**src/dcrm_pkg.sv**
```systemverilog
// Package with command codes, control register layout and reset values
package dcrm_pkg;
  localparam int          DCRM_DATA_W     = 14;  // Data field width
  localparam int          DCRM_ADDR_W     = 6;   // Address field width
  localparam int          DCRM_NUM_CH     = 40;  // Channel count
  localparam int          DCRM_NUM_GRP    = 5;   // Toggle groups
  localparam int          DCRM_GRP_SIZE   = 8;   // Channels per group
  localparam logic [1:0]  DCRM_REGSEL_SFR = 2'h0; // Special function select
  localparam logic [5:0]  DCRM_CMD_NOP    = 6'h00; // No operation
  localparam logic [5:0]  DCRM_CMD_PDOWN  = 6'h08; // Soft power-down
  localparam logic [5:0]  DCRM_CMD_PUP    = 6'h09; // Soft power-up
  localparam logic [5:0]  DCRM_CMD_MON    = 6'h0A; // Channel monitor
  localparam logic [5:0]  DCRM_CMD_CTRL   = 6'h0C; // Control write/read
  // Control register field positions
  localparam int          DCRM_POS_PDSTATE = 13; // Power-down output state
  localparam int          DCRM_POS_REFLVL  = 12; // Reference level
  localparam int          DCRM_POS_BOOST   = 11; // Amplifier boost
  localparam int          DCRM_POS_INTREF  = 10; // Internal reference
  localparam int          DCRM_POS_MONEN   = 9;  // Monitor enable
  localparam int          DCRM_POS_THERM   = 8;  // Thermal shutdown enable
  localparam int          DCRM_POS_TGL_LO  = 2;  // Lowest toggle group bit
  localparam int          DCRM_MON_LO      = 8;  // Monitor address field
  // Reset value; reference level follows the variant parameter
  localparam logic [13:0] DCRM_CTRL_RESET  = 14'h2000;
  localparam logic [5:0]  DCRM_MON_TRIST   = 6'h3F; // Three-state address
  localparam logic [5:0]  DCRM_MON_RESET   = 6'h3F; // Monitor idle address
endpackage

```
**src/dcrm_cmd_if.sv**
```systemverilog
// Interface carrying one decoded special-function command between modules
`timescale 1ns/10ps
interface dcrm_cmd_if;
  logic        ctrl_wr;   // Control register write pulse
  logic        ctrl_rd;   // Control register read pulse
  logic        mon_wr;    // Channel monitor pulse
  logic        pup;       // Soft power-up pulse
  logic        pdown;     // Soft power-down pulse
  logic [13:0] data;      // Data field
  modport src (output ctrl_wr, ctrl_rd, mon_wr, pup, pdown, data);
  modport dst (input  ctrl_wr, ctrl_rd, mon_wr, pup, pdown, data);
endinterface

```
**src/dcrm_top.sv**
```systemverilog
// Control register and channel monitor of a multichannel DAC
//
// Operation
// - Special functions need register select zero
// - Address 001100: write or read control
// - Bit 13: power-down high-Z or 100k
// - Bit 12: reference 2.5 V or 1.25 V
// - Bit 11: amplifier boost, default off
// - Bit 10: internal reference, default external
// - Bit 9 set: monitor routes selected channel
// - Bit 9 clear: last pin normal output
// - Bit 8: thermal shutdown over 130 C
// - Power-up re-enables only when cool
// - Address 001001: soft power-up, data ignored
// - Bits 7, 1, 0 have no effect
// - Bits 6..2 enable toggle per group
// - Group map: bit 2 channels 0-7 upward
// - Update strobe switches A and B
// - Address 001010: monitor channel in 13..8
// - Addresses 0-39 route that channel
// - Address 63 three-states monitor pin
`timescale 1ns/10ps
module dcrm_top
  import dcrm_pkg::*;
#(
  parameter int         NUM_CH     = DCRM_NUM_CH, // Channel count
  parameter logic       REF_2V5    = 1'b1         // Variant reference level
)(
  input  wire logic              clk_i,           // Clock
  input  wire logic              rst_n_i,         // Async reset, active low
  input  wire logic              cmd_valid_i,     // Command strobe
  input  wire logic              cmd_rnw_i,       // 1 read, 0 write
  input  wire logic [1:0]        cmd_reg_i,       // Register select
  input  wire logic [5:0]        cmd_addr_i,      // Address field
  input  wire logic [13:0]       cmd_data_i,      // Data field
  input  wire logic              over_temp_i,     // Die above 130 C
  input  wire logic              output_update_strobe_i, // Update pulse
  output logic      [13:0]       rd_data_o,       // Readback data
  output logic                   rd_valid_o,      // Readback valid pulse
  output logic      [13:0]       device_control_o,// Control register
  output logic                   amp_powered_o,   // Amplifiers on
  output logic                   pd_high_z_o,     // Power-down high-Z
  output logic                   ref_2v5_o,       // 2.5 V reference level
  output logic                   boost_o,         // Amplifier boost
  output logic                   int_ref_o,       // Internal reference on
  output logic      [NUM_CH-1:0] toggle_en_o,     // Per-channel toggle
  output logic      [NUM_CH-1:0] sel_b_o,         // Per-channel B select
  output logic                   mon_route_o,     // Monitor mux active
  output logic      [5:0]        mon_channel_o,   // Monitored channel
  output logic                   mon_high_z_o     // Monitor pin three-state
);
  dcrm_cmd_if cmd ();  // Decoded command

  // Reset value with the variant's reference level folded in
  localparam logic [13:0] CTRL_INIT =
    DCRM_CTRL_RESET | (14'(REF_2V5) << DCRM_POS_REFLVL);

  logic [13:0]       ctrl;        // Control register
  logic [13:0]       next_ctrl;
  logic [5:0]        mon_addr;    // Last monitor address
  logic [5:0]        next_mon_addr;
  logic              mon_cmd;     // A monitor command was seen
  logic              next_mon_cmd;
  logic              soft_pd;     // Soft power-down latched
  logic              next_soft_pd;
  logic              therm_pd;    // Thermal shutdown latched
  logic              next_therm_pd;
  logic [13:0]       rd_data;
  logic [13:0]       next_rd_data;
  logic              rd_valid;
  logic              next_rd_valid;
  logic [NUM_CH-1:0] tgl;         // Expanded toggle enables
  logic [NUM_CH-1:0] sel_b;       // From toggle unit

  // Group decode is used for the toggle enables only; the toggle unit decodes groups itself
  function automatic logic [NUM_CH-1:0] grp_expand(input logic [4:0] g);
    logic [NUM_CH-1:0] r;
    r = '0;
    for (int i = 0; i < NUM_CH; i++) begin
      r[i] = g[i / DCRM_GRP_SIZE];
    end
    return r;
  endfunction

  dcrm_decode u_decode (
    .clk_i       (clk_i),
    .rst_n_i     (rst_n_i),
    .cmd_valid_i (cmd_valid_i),
    .cmd_rnw_i   (cmd_rnw_i),
    .cmd_reg_i   (cmd_reg_i),
    .cmd_addr_i  (cmd_addr_i),
    .cmd_data_i  (cmd_data_i),
    .cmd         (cmd)
  );

  dcrm_toggle #(.NUM_CH(NUM_CH)) u_toggle (
    .clk_i    (clk_i),
    .rst_n_i  (rst_n_i),
    .grp_en_i (ctrl[DCRM_POS_TGL_LO +: DCRM_NUM_GRP]),
    .update_i (output_update_strobe_i),
    .sel_b_o  (sel_b)
  );

  // Control register, monitor selection and readback
  always_comb begin
    next_ctrl     = ctrl;
    next_mon_addr = mon_addr;
    next_mon_cmd  = mon_cmd;
    next_rd_valid = 1'b0;
    next_rd_data  = rd_data;
    if (cmd.ctrl_wr) begin
      // Whole field stored; spare bits steer nothing
      next_ctrl = cmd.data;
    end
    if (cmd.ctrl_rd) begin
      next_rd_data  = ctrl;
      next_rd_valid = 1'b1;
    end
    if (cmd.mon_wr) begin
      // Low eight data bits are ignored
      // Addresses 40 to 62 pass through; their routing is undefined
      next_mon_addr = cmd.data[DCRM_MON_LO +: 6];
      next_mon_cmd  = 1'b1;
    end
  end

  // Power state: thermal trip and soft power-down/up
  always_comb begin
    next_soft_pd  = soft_pd;
    next_therm_pd = therm_pd;
    if (cmd.pdown) begin
      next_soft_pd = 1'b1;
    end
    if (cmd.pup) begin
      next_soft_pd = 1'b0;
      // Clears the trip only when the die has cooled
      if (!over_temp_i) begin
        next_therm_pd = 1'b0;
      end
    end
    // Trip beats a same-cycle power-up so an event is never lost
    if (ctrl[DCRM_POS_THERM] && over_temp_i) begin
      next_therm_pd = 1'b1;
    end
  end

  // State registers
  always_ff @(posedge clk_i or negedge rst_n_i) begin
    if (!rst_n_i) begin
      ctrl     <= CTRL_INIT;
      mon_addr <= DCRM_MON_RESET;
      mon_cmd  <= 1'b0;
      soft_pd  <= 1'b0;
      therm_pd <= 1'b0;
      rd_data  <= '0;
      rd_valid <= 1'b0;
    end else begin
      ctrl     <= next_ctrl;
      mon_addr <= next_mon_addr;
      mon_cmd  <= next_mon_cmd;
      soft_pd  <= next_soft_pd;
      therm_pd <= next_therm_pd;
      rd_data  <= next_rd_data;
      rd_valid <= next_rd_valid;
    end
  end

  assign tgl = grp_expand(ctrl[DCRM_POS_TGL_LO +: DCRM_NUM_GRP]);

  // Outputs registered once more so every port leaves a flip-flop
  // Costs a cycle of latency, but no port ever shows a decode glitch
  always_ff @(posedge clk_i or negedge rst_n_i) begin
    if (!rst_n_i) begin
      device_control_o <= CTRL_INIT;
      amp_powered_o    <= 1'b1;
      pd_high_z_o      <= 1'b1;
      ref_2v5_o        <= REF_2V5;
      boost_o          <= 1'b0;
      int_ref_o        <= 1'b0;
      toggle_en_o      <= '0;
      sel_b_o          <= '0;
      mon_route_o      <= 1'b0;
      mon_channel_o    <= DCRM_MON_RESET;
      mon_high_z_o     <= 1'b0;
      rd_data_o        <= '0;
      rd_valid_o       <= 1'b0;
    end else begin
      device_control_o <= ctrl;
      amp_powered_o    <= !(soft_pd || therm_pd);
      pd_high_z_o      <= ctrl[DCRM_POS_PDSTATE];
      ref_2v5_o        <= ctrl[DCRM_POS_REFLVL];
      boost_o          <= ctrl[DCRM_POS_BOOST];
      int_ref_o        <= ctrl[DCRM_POS_INTREF];
      toggle_en_o      <= tgl;
      sel_b_o          <= sel_b;
      // Routing needs enable and a prior monitor command
      mon_route_o      <= ctrl[DCRM_POS_MONEN] && mon_cmd;
      mon_channel_o    <= mon_addr;
      mon_high_z_o     <= ctrl[DCRM_POS_MONEN] && mon_cmd
                          && mon_addr == DCRM_MON_TRIST;
      rd_data_o        <= rd_data;
      rd_valid_o       <= rd_valid;
    end
  end

  // Write lands in the exposed register two edges later
  a_ctrl_write: assert property (@(posedge clk_i)
    disable iff (!rst_n_i)
    cmd.ctrl_wr |=> ##1 (device_control_o == $past(cmd.data, 2)))
    else $error("control write not stored");

  // Only a write may change the stored control word
  a_ctrl_hold: assert property (@(posedge clk_i)
    disable iff (!rst_n_i)
    !cmd.ctrl_wr |=> (ctrl == $past(ctrl)))
    else $error("control word changed without write");

  // Readback carries the word held when the read was taken
  a_read_back: assert property (@(posedge clk_i)
    disable iff (!rst_n_i)
    cmd.ctrl_rd |-> ##2 (rd_valid_o && rd_data_o == $past(ctrl, 2)))
    else $error("readback mismatch");

  // No read taken means no readback pulse two edges on
  a_rd_pulse: assert property (@(posedge clk_i)
    disable iff (!rst_n_i)
    !cmd.ctrl_rd |-> ##2 !rd_valid_o)
    else $error("readback pulse without read");

  // Power-down state follows its bit one edge behind
  a_pd_state: assert property (@(posedge clk_i)
    disable iff (!rst_n_i)
    ##1 (pd_high_z_o == $past(ctrl[DCRM_POS_PDSTATE])))
    else $error("power-down state wrong");

  // Reference level and source follow their bits
  a_ref_level: assert property (@(posedge clk_i)
    disable iff (!rst_n_i)
    ##1 (ref_2v5_o == $past(ctrl[DCRM_POS_REFLVL])
         && int_ref_o == $past(ctrl[DCRM_POS_INTREF])))
    else $error("reference select wrong");

  // Boost follows its bit
  a_boost_bit: assert property (@(posedge clk_i)
    disable iff (!rst_n_i)
    ##1 (boost_o == $past(ctrl[DCRM_POS_BOOST])))
    else $error("boost wrong");

  // An enabled trip removes amplifier power two edges on
  a_therm_trip: assert property (@(posedge clk_i)
    disable iff (!rst_n_i)
    (ctrl[DCRM_POS_THERM] && over_temp_i) |-> ##2 !amp_powered_o)
    else $error("thermal trip missed");

  // A hot power-up must leave the trip latched
  a_hot_pup: assert property (@(posedge clk_i)
    disable iff (!rst_n_i)
    (therm_pd && cmd.pup && over_temp_i) |=> therm_pd)
    else $error("power-up while hot");

  // A cool power-up restores amplifier power
  a_pup_cool: assert property (@(posedge clk_i)
    disable iff (!rst_n_i)
    (cmd.pup && !over_temp_i) |-> ##2 amp_powered_o)
    else $error("power-up did not restore amplifiers");

  // Disabled monitor keeps the last pin a normal output
  a_mon_off: assert property (@(posedge clk_i)
    disable iff (!rst_n_i)
    !ctrl[DCRM_POS_MONEN] |=> (!mon_route_o && !mon_high_z_o))
    else $error("monitor active while disabled");

  // An enabled monitor command routes the selected channel
  a_mon_route: assert property (@(posedge clk_i)
    disable iff (!rst_n_i)
    (cmd.mon_wr && ctrl[DCRM_POS_MONEN]) |-> ##2 mon_route_o)
    else $error("monitor command did not route");

  // No routing before the first monitor command
  a_route_cmd: assert property (@(posedge clk_i)
    disable iff (!rst_n_i)
    !mon_cmd |=> !mon_route_o)
    else $error("routing without monitor command");

  // Address 63 three-states the monitor pin
  a_mon_trist: assert property (@(posedge clk_i)
    disable iff (!rst_n_i)
    (cmd.mon_wr && cmd.data[13:8] == DCRM_MON_TRIST
     && ctrl[DCRM_POS_MONEN]) |-> ##2 mon_high_z_o)
    else $error("address 63 not three-state");

  // Monitored channel follows the command two edges on
  a_mon_addr: assert property (@(posedge clk_i)
    disable iff (!rst_n_i)
    cmd.mon_wr |-> ##2 (mon_channel_o == $past(cmd.data[13:8], 2)))
    else $error("monitor channel wrong");

  // Disabled lowest group forces channel zero back to A
  a_tgl_off: assert property (@(posedge clk_i)
    disable iff (!rst_n_i)
    !ctrl[DCRM_POS_TGL_LO] |=> !sel_b[0])
    else $error("disabled group left on B");

  // End groups map to the end channels
  a_group_map: assert property (@(posedge clk_i)
    disable iff (!rst_n_i)
    ##1 (toggle_en_o[39] == $past(ctrl[6])
         && toggle_en_o[0] == $past(ctrl[2])))
    else $error("toggle group map wrong");
endmodule

```
**src/dcrm_decode.sv**
```systemverilog
// Special-function command decoder
`timescale 1ns/10ps
module dcrm_decode
  import dcrm_pkg::*;
(
  input  wire logic        clk_i,      // Clock
  input  wire logic        rst_n_i,    // Async reset, active low
  input  wire logic        cmd_valid_i,// Command strobe
  input  wire logic        cmd_rnw_i,  // 1 read, 0 write
  input  wire logic [1:0]  cmd_reg_i,  // Register select high/low
  input  wire logic [5:0]  cmd_addr_i, // Address field
  input  wire logic [13:0] cmd_data_i, // Data field
  dcrm_cmd_if.src          cmd         // Decoded command
);
  logic is_sfr; // Special-function space selected
  // Only register select zero reaches special functions
  assign is_sfr = cmd_valid_i && (cmd_reg_i == DCRM_REGSEL_SFR);

  // Decode is combinational; the top registers every effect
  always_comb begin
    cmd.ctrl_wr = is_sfr && cmd_addr_i == DCRM_CMD_CTRL && !cmd_rnw_i;
    cmd.ctrl_rd = is_sfr && cmd_addr_i == DCRM_CMD_CTRL && cmd_rnw_i;
    cmd.mon_wr  = is_sfr && cmd_addr_i == DCRM_CMD_MON && !cmd_rnw_i;
    cmd.pup     = is_sfr && cmd_addr_i == DCRM_CMD_PUP && !cmd_rnw_i;
    cmd.pdown   = is_sfr && cmd_addr_i == DCRM_CMD_PDOWN && !cmd_rnw_i;
    cmd.data    = cmd_data_i;
  end

  // Write carrying a non-SPECIAL_FUNCTION_COMMAND select must never hit control paths
  a_sfr_gate: assert property (@(posedge clk_i)
    disable iff (!rst_n_i)
    (cmd_reg_i != DCRM_REGSEL_SFR) |-> !(cmd.ctrl_wr || cmd.mon_wr))
    else $error("decode fired outside special space");
endmodule

```
**src/dcrm_toggle.sv**
```systemverilog
// Per-channel A/B toggle selection driven by the update strobe
`timescale 1ns/10ps
module dcrm_toggle
  import dcrm_pkg::*;
#(
  parameter int NUM_CH = DCRM_NUM_CH  // Channel count
)(
  input  wire logic              clk_i,     // Clock
  input  wire logic              rst_n_i,   // Async reset, active low
  input  wire logic [4:0]        grp_en_i,  // Toggle group enables
  input  wire logic              update_i,  // Update strobe pulse
  output logic      [NUM_CH-1:0] sel_b_o    // 1 selects B register
);
  logic [NUM_CH-1:0] sel_b;      // Current selection
  logic [NUM_CH-1:0] next_sel_b; // Next selection

  // Each channel flips on update when its group enables toggle
  always_comb begin
    for (int i = 0; i < NUM_CH; i++) begin
      if (!grp_en_i[i / DCRM_GRP_SIZE]) begin
        next_sel_b[i] = 1'b0;                 // Disabled: A only
      end else if (update_i) begin
        next_sel_b[i] = !sel_b[i];
      end else begin
        next_sel_b[i] = sel_b[i];
      end
    end
  end

  // Register the selection
  always_ff @(posedge clk_i or negedge rst_n_i) begin
    if (!rst_n_i) begin
      sel_b <= '0;
    end else begin
      sel_b <= next_sel_b;
    end
  end

  assign sel_b_o = sel_b;

  // Channel zero must swap on every update strobe while its group is enabled
  a_toggle_flip: assert property (@(posedge clk_i)
    disable iff (!rst_n_i)
    (update_i && grp_en_i[0]) |=> (sel_b[0] != $past(sel_b[0])))
    else $error("enabled channel did not toggle");
endmodule

```
**config.mk**
```make
export PLATFORM = sky130hd
export DESIGN_NAME = dcrm_top
export DESIGN_NICKNAME = d
export VERILOG_FILES = /design/src/dcrm_pkg.sv /design/src/dcrm_cmd_if.sv /design/src/dcrm_top.sv /design/src/dcrm_decode.sv /design/src/dcrm_toggle.sv
export SDC_FILE = /design/constraint.sdc
export NUM_CORES = 1
export LEC_CHECK = 0
export ABC_AREA = 1
export BUFFER_PORTS_ARGS = -buffer_cell sky130_fd_sc_hd__buf_2
export CAP_MARGIN = 20
export CORE_MARGIN = 1
export CORE_UTILIZATION = 47
export CTS_BUF_LIST = sky130_fd_sc_hd__clkbuf_16
export DETAILED_ROUTE_END_ITERATION = 10
export GPL_ROUTABILITY_DRIVEN = 0
export PLACE_DENSITY = 0.78
export SETUP_SLACK_MARGIN = 0.3
export SLEW_MARGIN = 20
export SYNTH_ARGS = -nofsm -noshare
export SYNTH_HDL_FRONTEND = slang
export SYNTH_SLANG_ARGS = --single-unit
```
**constraint.sdc**
```tcl
create_clock -name clk_i -period 0.8 [get_ports clk_i]
set_input_delay 0.04 -clock clk_i [delete_from_list [all_inputs] [get_ports clk_i]]
set_output_delay 0.04 -clock clk_i [all_outputs]
set_load 0.03 [all_outputs]
```
# Yosys cells after proc, flatten, opt, wreduce, memory -nomap -nowiden
# Index checks and enable logic that the tools add are counted.
dict set report word_totals {
  inputBits 28
  register_bits 193
  word_cells 182
  output_inout_bits 122
}
dict set report op_classes {
  mux 86
  n_eq_ne 11
  reduce_logical 60
}
# op count
set ops {}
lappend ops {{$mux 1} 86}
lappend ops {{$logic_not 1->1} 42}
lappend ops {{$eq 6x4->1 const B} 4}
lappend ops {{$logic_and 1x1->1} 13}
lappend ops {{$ne 2x2->1 const B} 5}
lappend ops {{$eq 6x6->1 const B} 1}
lappend ops {{$reduce_bool 2->1} 2}
lappend ops {{$logic_not 2->1} 1}
lappend ops {{$ne 2x1->1 const B} 1}
lappend ops {{$reduce_and 2->1} 1}
lappend ops {{$logic_or 1x1->1} 1}

# Logic depth before layout (Yosys ltp)
# Gate-level depths: netlist of run 1.
dict set report depth {
  word_depth 6
  depth_mapped 8
  depth_no_buf 8
}

# By module
# From an unflattened synthesis of run 1, not the netlist that was laid out.
dict set report unflattened {
  hier_cells 520
  hier_area_um2 5801.8
}
# module area_each_um2 n_inst seq_area_each_um2 cells_each
set by_module_without_submodules {}
lappend by_module_without_submodules {dcrm_top 3821.2 1 2924.1 273}
lappend by_module_without_submodules {dcrm_toggle 1780.5 1 1001.0 214}
lappend by_module_without_submodules {dcrm_decode 200.2 1 0.0 33}

# Worst setup path after synthesis of run 1
# OpenSTA, ideal clock, no wires.
dict set report synth_path {
  path_type {flip-flop to output port}
  from {register, netlist name toggle_en_o[7]}
  to {output toggle_en_o[0]}
  required_ns 0.760
  n_path_buf 1
  path_stages_with_launch 2
  slack_ns -0.071
  arrival_time_ns 0.831
  cell_sequence {dfrtp_1 > buf_4}
}
# item line
set synth_lines {}
lappend synth_lines {{end, declared} dcrm_top.sv:46} ;# output logic [NUM_CH-1:0] toggle_en_o,

# Final worst setup path of run 1
dict set report layout_path {
  from {register device_control_o[13]}
  to {output device_control_o[13]}
}
# item line
set layout_lines {}
lappend layout_lines {{start, declared} dcrm_top.sv:40} ;# output logic [13:0] device_control_o,
lappend layout_lines {{start signal, assigned} dcrm_top.sv:188} ;# device_control_o <= ctrl;
# No word-level cell between the ends.

==> results of run 1 <==
## cells in the mapped netlist, types with 3 or more instances
cell | instances | area share [%]
buf_6 | 3 | 0.60
nor2_2 | 3 | 0.34
nand3_1 | 38 | 3.4
dfrtp_1 | 139 | 62
clkbuf_1 | 9 | 0.60
nor2_1 | 86 | 5.8
dfstp_2 | 17 | 8.0
nand2_1 | 162 | 11
inv_1 | 12 | 0.81
buf_2 | 4 | 0.36
buf_4 | 45 | 6.0
buf_1 | 5 | 0.34
## kinds of logic (layout without fill, tap and decap cells)
logic type / Yosys count / in the layout / synth area share [%]
other: 0 / 1 / 0
flip-flops: 156 / 156 / 70.2
AO/OA/AOI/OAI: 2 / 2 / 0.224
buffers and inverters: 79 / 257 / 8.83
AND/OR/NAND/NOR: 292 / 292 / 20.8
## where the power goes
group,switching [mW],internal (mW),leakage [nW]
sequential,0.111,8.05,1.98
combinational,0.817,0.534,1.85
clock,3.08,5.79,0.323
## area by class of cell
| type | count | area (um^2) | share of cell area, % |
|---|---|---|---|
| repair buffers | 212 | 2070 | 24.1 |
| well taps | 143 | 179 | 2.08 |
| diodes | 1 | 2.50 | 0.0292 |
| multi-input cells | 294 | 1610 | 18.8 |
| inverters | 13 | 50.0 | 0.583 |
| clock buffers | 17 | 425 | 4.96 |
| clock inverters | 15 | 228 | 2.65 |
| flip-flops and latches | 156 | 4020 | 46.8 |
## worst reg2reg max path, cell delays in order, from the launching register on
cell and delay [ns]:
dfstp_2 0.56, nand4_1 0.12, nor2_1 0.11
## repair_timing
action | in CTS | in global routing
hold endpoints to repair | 178 | 143
cloned | 1 | 1
resized for setup | 288 | 64
setup buffers | 15 | 11
pin swaps | 57 | 34
setup endpoints to repair | 270 | 275
## worst max path at each step
stage                               from              endpoint  slack (ns)  depth (start not counted)
floorplan                  cmd_addr_i[3]               ctrl[8]       -0.01                          8
global placement           cmd_addr_i[5]               ctrl[6]       -0.24                          7
detailed placement         cmd_addr_i[5]            rd_data[2]       -0.28                          7
CTS                 device_control_o[13]  device_control_o[13]       -0.36                          1
global route        device_control_o[13]  device_control_o[13]       -0.38                          1
finish              device_control_o[13]  device_control_o[13]       -0.35                          1
## metrics by stage
step           setup slack, ns  utilization [%]  hold slack, ns  area (um^2)  power, mW
6_report                -0.352             74.5          -0.504         8580       18.4
4_1_cts                 -0.360             71.5          -0.508         8240       18.4
3_3_place_gp            -0.240             56.3         -0.0622         6480       9.26
2_1_floorplan          -0.0107                -          -0.256         5960       8.93
3_5_place_dp            -0.284             56.3         -0.0573         6480       9.30
5_1_grt                 -0.382             74.5          -0.500         8580       18.9
## metal layers
layer	part of all wire (%)	wire length, um	track usage [%]	vias to the layer above
met4	2.8	384	10.8	0
met2	55	7710	39.8	156
met5	0	0	0	-
met3	4.8	663	6.67	32
li1	-	-	-	1920
met1	37	5150	24.3	2100
## cell usage in the layout (no fill, tap or decap), types with 12 or more instances in the layout
| master | synthesis | routed |
|---|---|---|
| inv_1 | 12 | 12 |
| buf_4 | 45 | 64 |
| nor2_2 | 3 | 20 |
| buf_2 | 4 | 26 |
| nand2_2 | 0 | 35 |
| dfrtp_1 | 139 | 65 |
| dlygate4sd3_1 | 0 | 12 |
| clkbuf_16 | 0 | 19 |
| dfrtp_2 | 0 | 74 |
| nand3_1 | 38 | 26 |
| buf_6 | 3 | 99 |
| nand2_4 | 0 | 22 |
| dfstp_2 | 17 | 17 |
| nand3_2 | 0 | 12 |
| nor2_1 | 86 | 61 |
| nand2_1 | 162 | 104 |
## flip-flops by register name, indices dropped and copies added, names as in the netlist, 4 cells and up
register / flops
ctrl: 14
mon_addr: 6
sel_b_o: 40
rd_data: 14
device_control_o: 10
rd_data_o: 14
u_toggle.sel_b_o: 40
toggle_en_o: 4
mon_channel_o: 6
==> impl_metrics.tcl, run 1 <==
set metrics [dict create \
    grt_use_total_pct 22.3 \
    wirelength_um 13900 \
    clockBufferDepth 2 \
    initial_core_util_pct 48.6 \
    yosys_warnings 0 \
    clock_latency_ns 0.42 \
    violations "DRC, hold timing, setup timing" \
    drc 22 \
    rr_worst_depth 2 \
    path_delay_family "flip-flops" \
    cts_htree_levels 4 \
    grt_pass1_wl_um 21000 \
    postSynthCellCount 529 \
    skew_ns 0.00566 \
    finalCritPeriodShare_pct 144 \
    drive_gt1_share_pct 59.7 \
    numCtsBuffers 17 \
    cp_max_fo 2 \
    cap_violations 0 \
    layout_min_cycle_time_ns 1.15 \
    syn_to_final_growth_pct 53.4 \
    tightest_slew_ns 0.336 \
    p_per_area_nw_per_um2 2140 \
    path_buf_inv 1 \
    fmax_mhz 868 \
    dr.pass1.iters 8 \
    hold_class "in2async" \
    leakage_nw 4.15 \
    vias 4208 \
    slowest_stage "dfstp_2" \
    crit_chain "buf_6" \
    crit_type "reg2out" \
    setup_ws_ns -0.352 \
    cp.arrival_ns 1.11 \
    relSlewSlack_pct 77.6 \
    globalRouteOverflowTotal 0 \
    die_area_um2 12300 \
    drtIter0Drc 229 \
    status "finished, violations left" \
    tns_ns -30.64 \
    io_pins 150 \
    postSynth.asyncResetShare_pct 100 \
    critPathRequiredTime_ns 0.76 \
    rr_startpoint "mon_addr[4]" \
    peakVddDrop_mv 1.35 \
    clk_pin_slew_ns 0.06 \
    postCtsHoldBufs 12 \
    drt-wirelength-per-cell_um 16.3 \
    layout.nets 722 \
    synth_edf_count 0 \
    rsz0062_at_grt "true" \
    ant_nets 0 \
    die_h_um 111 \
    antenna_found_initial 1 \
    ys_seq_area_share_pct 70.2 \
    drv_slew 0 \
    synth_flop_cell "dfrtp_1" \
    grt_pass1_vias 4218 \
    final_cells 851 \
    fillers 681 \
    r2r_end "mon_high_z_o" \
    dp_hpwl_um 7370 \
    syn-cell-area_um2 5590 \
    clock_sinks 156 \
    rows 39 \
    dieWidth_um 111 \
    worst-r2r-setup-slack_ns -0.05 \
    max_stage_delay_ns 0.55 \
    dp.cells 778 \
    hold_ws_ns -0.504 \
    port_buffers 149 \
    grt_max_degree 44 \
    avgSynthCellArea_um2 10.6 \
    worstSetupEndpointType "output pin" \
    hold_viol 157 \
    start_kind "flop" \
    setup_violations 133 \
    synth_seq_cells 156 \
    vias_per_cell 4.94 \
    coreArea_um2 11500 \
    ys_types 18 \
    cts_root_buf "clkbuf_16" \
    syn-num-nets 557 \
    cts_tree "yes" \
]
Note: power is estimated with default switching activity, not from simulation.
==> run 2, diff against run 1 <==
--- a/config.mk
+++ b/config.mk
@@ -9,11 +9,11 @@
 export BUFFER_PORTS_ARGS = -buffer_cell sky130_fd_sc_hd__buf_2
 export CAP_MARGIN = 20
 export CORE_MARGIN = 1
-export CORE_UTILIZATION = 47
+export CORE_UTILIZATION = 25
 export CTS_BUF_LIST = sky130_fd_sc_hd__clkbuf_16
 export DETAILED_ROUTE_END_ITERATION = 10
 export GPL_ROUTABILITY_DRIVEN = 0
-export PLACE_DENSITY = 0.78
+export PLACE_DENSITY = 0.49
 export SETUP_SLACK_MARGIN = 0.3
 export SLEW_MARGIN = 20
 export SYNTH_ARGS = -nofsm -noshare
==> constraint.sdc (replaced) <==
create_clock -name clk_i -period 0.8 [get_ports clk_i]
set_input_delay 0.08 -clock clk_i [delete_from_list [all_inputs] [get_ports clk_i]]
set_output_delay 0.08 -clock clk_i [all_outputs]
set_load 0.03 [all_outputs]
==> run 2 against run 1 <==
Effect of this change:
- worst setup slack got worse by 0.034 ns
- count of clock-buffer cells in the layout did not move
- power fell by 4.7%
- the run ends with hold timing, setup timing left
- via count fell by 7.3%
- register-to-register slack barely moved
- die area rose by 86%
- core utilization fell by 35 points
- combinational power fell by 3%
- sequential power barely moved
- fmax fell by 2.8%
- clock power fell by 9.1%
- critical path depth did not move
==> impl_metrics.tcl, run 2 (synthesis results as in run 1) <==
set metrics [dict create \
    start_kind "flop" \
    violations "hold timing, setup timing" \
    worstSetupEndpointType "output pin" \
    cts_tree "yes" \
    fmax_mhz 843 \
    tightest_slew_ns 0.289 \
    cap_violations 0 \
    leakage_nw 4.07 \
    port_buffers 149 \
    dp_hpwl_um 8130 \
    p_per_area_nw_per_um2 2030 \
    reg_top3 "sel_b_o: 40 flops, u_toggle.sel_b_o: 40 flops" \
    drtIter0Drc 173 \
    die_h_um 152 \
    tns_ns -35.17 \
    max_stage_delay_ns 0.56 \
    clk_pin_slew_ns 0.06 \
    crit_chain "buf_6" \
    layout.nets 705 \
    path_buf_inv 1 \
    dieWidth_um 152 \
    ant_nets 0 \
    layout_min_cycle_time_ns 1.19 \
    skew_ns 0.00873 \
    status "finished, violations left" \
    final_cell_mix "103 x nand2_1, 93 x buf_6, 73 x dfrtp_2, 68 x nor2_1, 66 x dfrtp_1" \
    grt_use_total_pct 11.8 \
    finalInstanceArea_um2 8630 \
    io_pins 150 \
    peakVddDrop_mv 1.36 \
    hold_ws_ns -0.490 \
    critPathRequiredTime_ns 0.72 \
    syn_to_final_growth_pct 54.2 \
    numCtsBuffers 17 \
    hold_viol 178 \
    path_delay_family "flip-flops" \
    wirelength_um 13200 \
    slowest_stage "dfstp_2" \
    drc 0 \
    drv_slew 0 \
    initial_core_util_pct 25.6 \
    multi_input_area_um2 1650 \
    grt_pass1_wl_um 20300 \
    clock_sinks 156 \
    vias 3900 \
    final_common_cell "nand2_1" \
    cp.arrival_ns 1.11 \
    placed_area_um2 6750 \
    vias_per_cell 4.02 \
    drt-wirelength-per-cell_um 13.6 \
    rsz0062_at_grt "true" \
    power.total_mw 17.5 \
    grt_pass1_vias 3748 \
    hold_class "in2async" \
    coreArea_um2 21900 \
    die_area_um2 23000 \
    grt_max_degree 37 \
    setup_violations 154 \
    antenna_found_initial 0 \
    clockBufferDepth 2 \
    clock_latency_ns 0.42 \
    rows 54 \
    fillers 2111 \
    cp_max_fo 2 \
    finalCritPeriodShare_pct 148 \
    cts_htree_levels 4 \
    cts_root_buf "clkbuf_16" \
    crit_type "reg2out" \
    globalRouteOverflowTotal 0 \
    dr.pass1.iters 4 \
    drive_gt1_share_pct 59.4 \
    antenna_cells 0 \
    setup_ws_ns -0.386 \
    regArea_um2 4020 \
    relSlewSlack_pct 80.7 \
]
[run 2: final timing paths]
kind,from,to,slack (ns),cells after the start
worst max-delay path,device_control_o[12],device_control_o[12],-0.39,1
worst min-delay path,rst_n_i,rd_data[9],-0.49,1
worst max register to register,ctrl[4],u_toggle.sel_b_o[17],-0.04,3
worst min register to register,rd_valid,rd_valid_o,0.36,0
max in group asynchronous,rst_n_i,ctrl[13],0.78,2
min in group clk_i,cmd_data_i[12],ctrl[12],-0.11,3
[run 2: stage by stage]
stage	worst slack, ns	utilization, %	std cells
after detailed placement	-0.353	30.8	922
final	-0.386	39.4	970
after global routing	-0.428	39.4	970
after CTS	-0.414	37.9	966
after floorplan	-0.0506	-	529
after global placement	-0.315	30.8	922
[run 2: routing by layer]
metal  wire length, um  GRT usage (%)  vias up  part of all wire, %
met3               474           2.96       16                  3.6
met1              5880           15.2     1908                   45
li1                  -              -     1885                    -
met5                 0              0        -                    0
met4               248           5.45        0                  1.9
met2              6590           18.6       91                   50
[run 2: area by class of cell]
type,instances,share of cell area (%)
Inverter,13,0.580
Clock inverter,15,1.83
Sequential cell,156,46.6
Timing Repair Buffer,193,22.9
Multi-Input combinational cell,296,19.1
Tap cell,280,4.06
Clock buffer,17,4.93
[run 2: power breakdown]
part	switching [mW]	leakage (nW)	internal (mW)	total (mW)
Combinational	0.787	1.80	0.522	1.31
Sequential	0.111	1.98	8.05	8.16
Clock	3.21	0.292	4.85	8.06
[run 2: repair_timing]
item,in CTS,in global routing
setup buffers,7,2
gates cloned,5,2
pin swaps,50,31
resized for setup,273,75
setup endpoints to repair,272,275
endpoints found under the hold margin,176,174
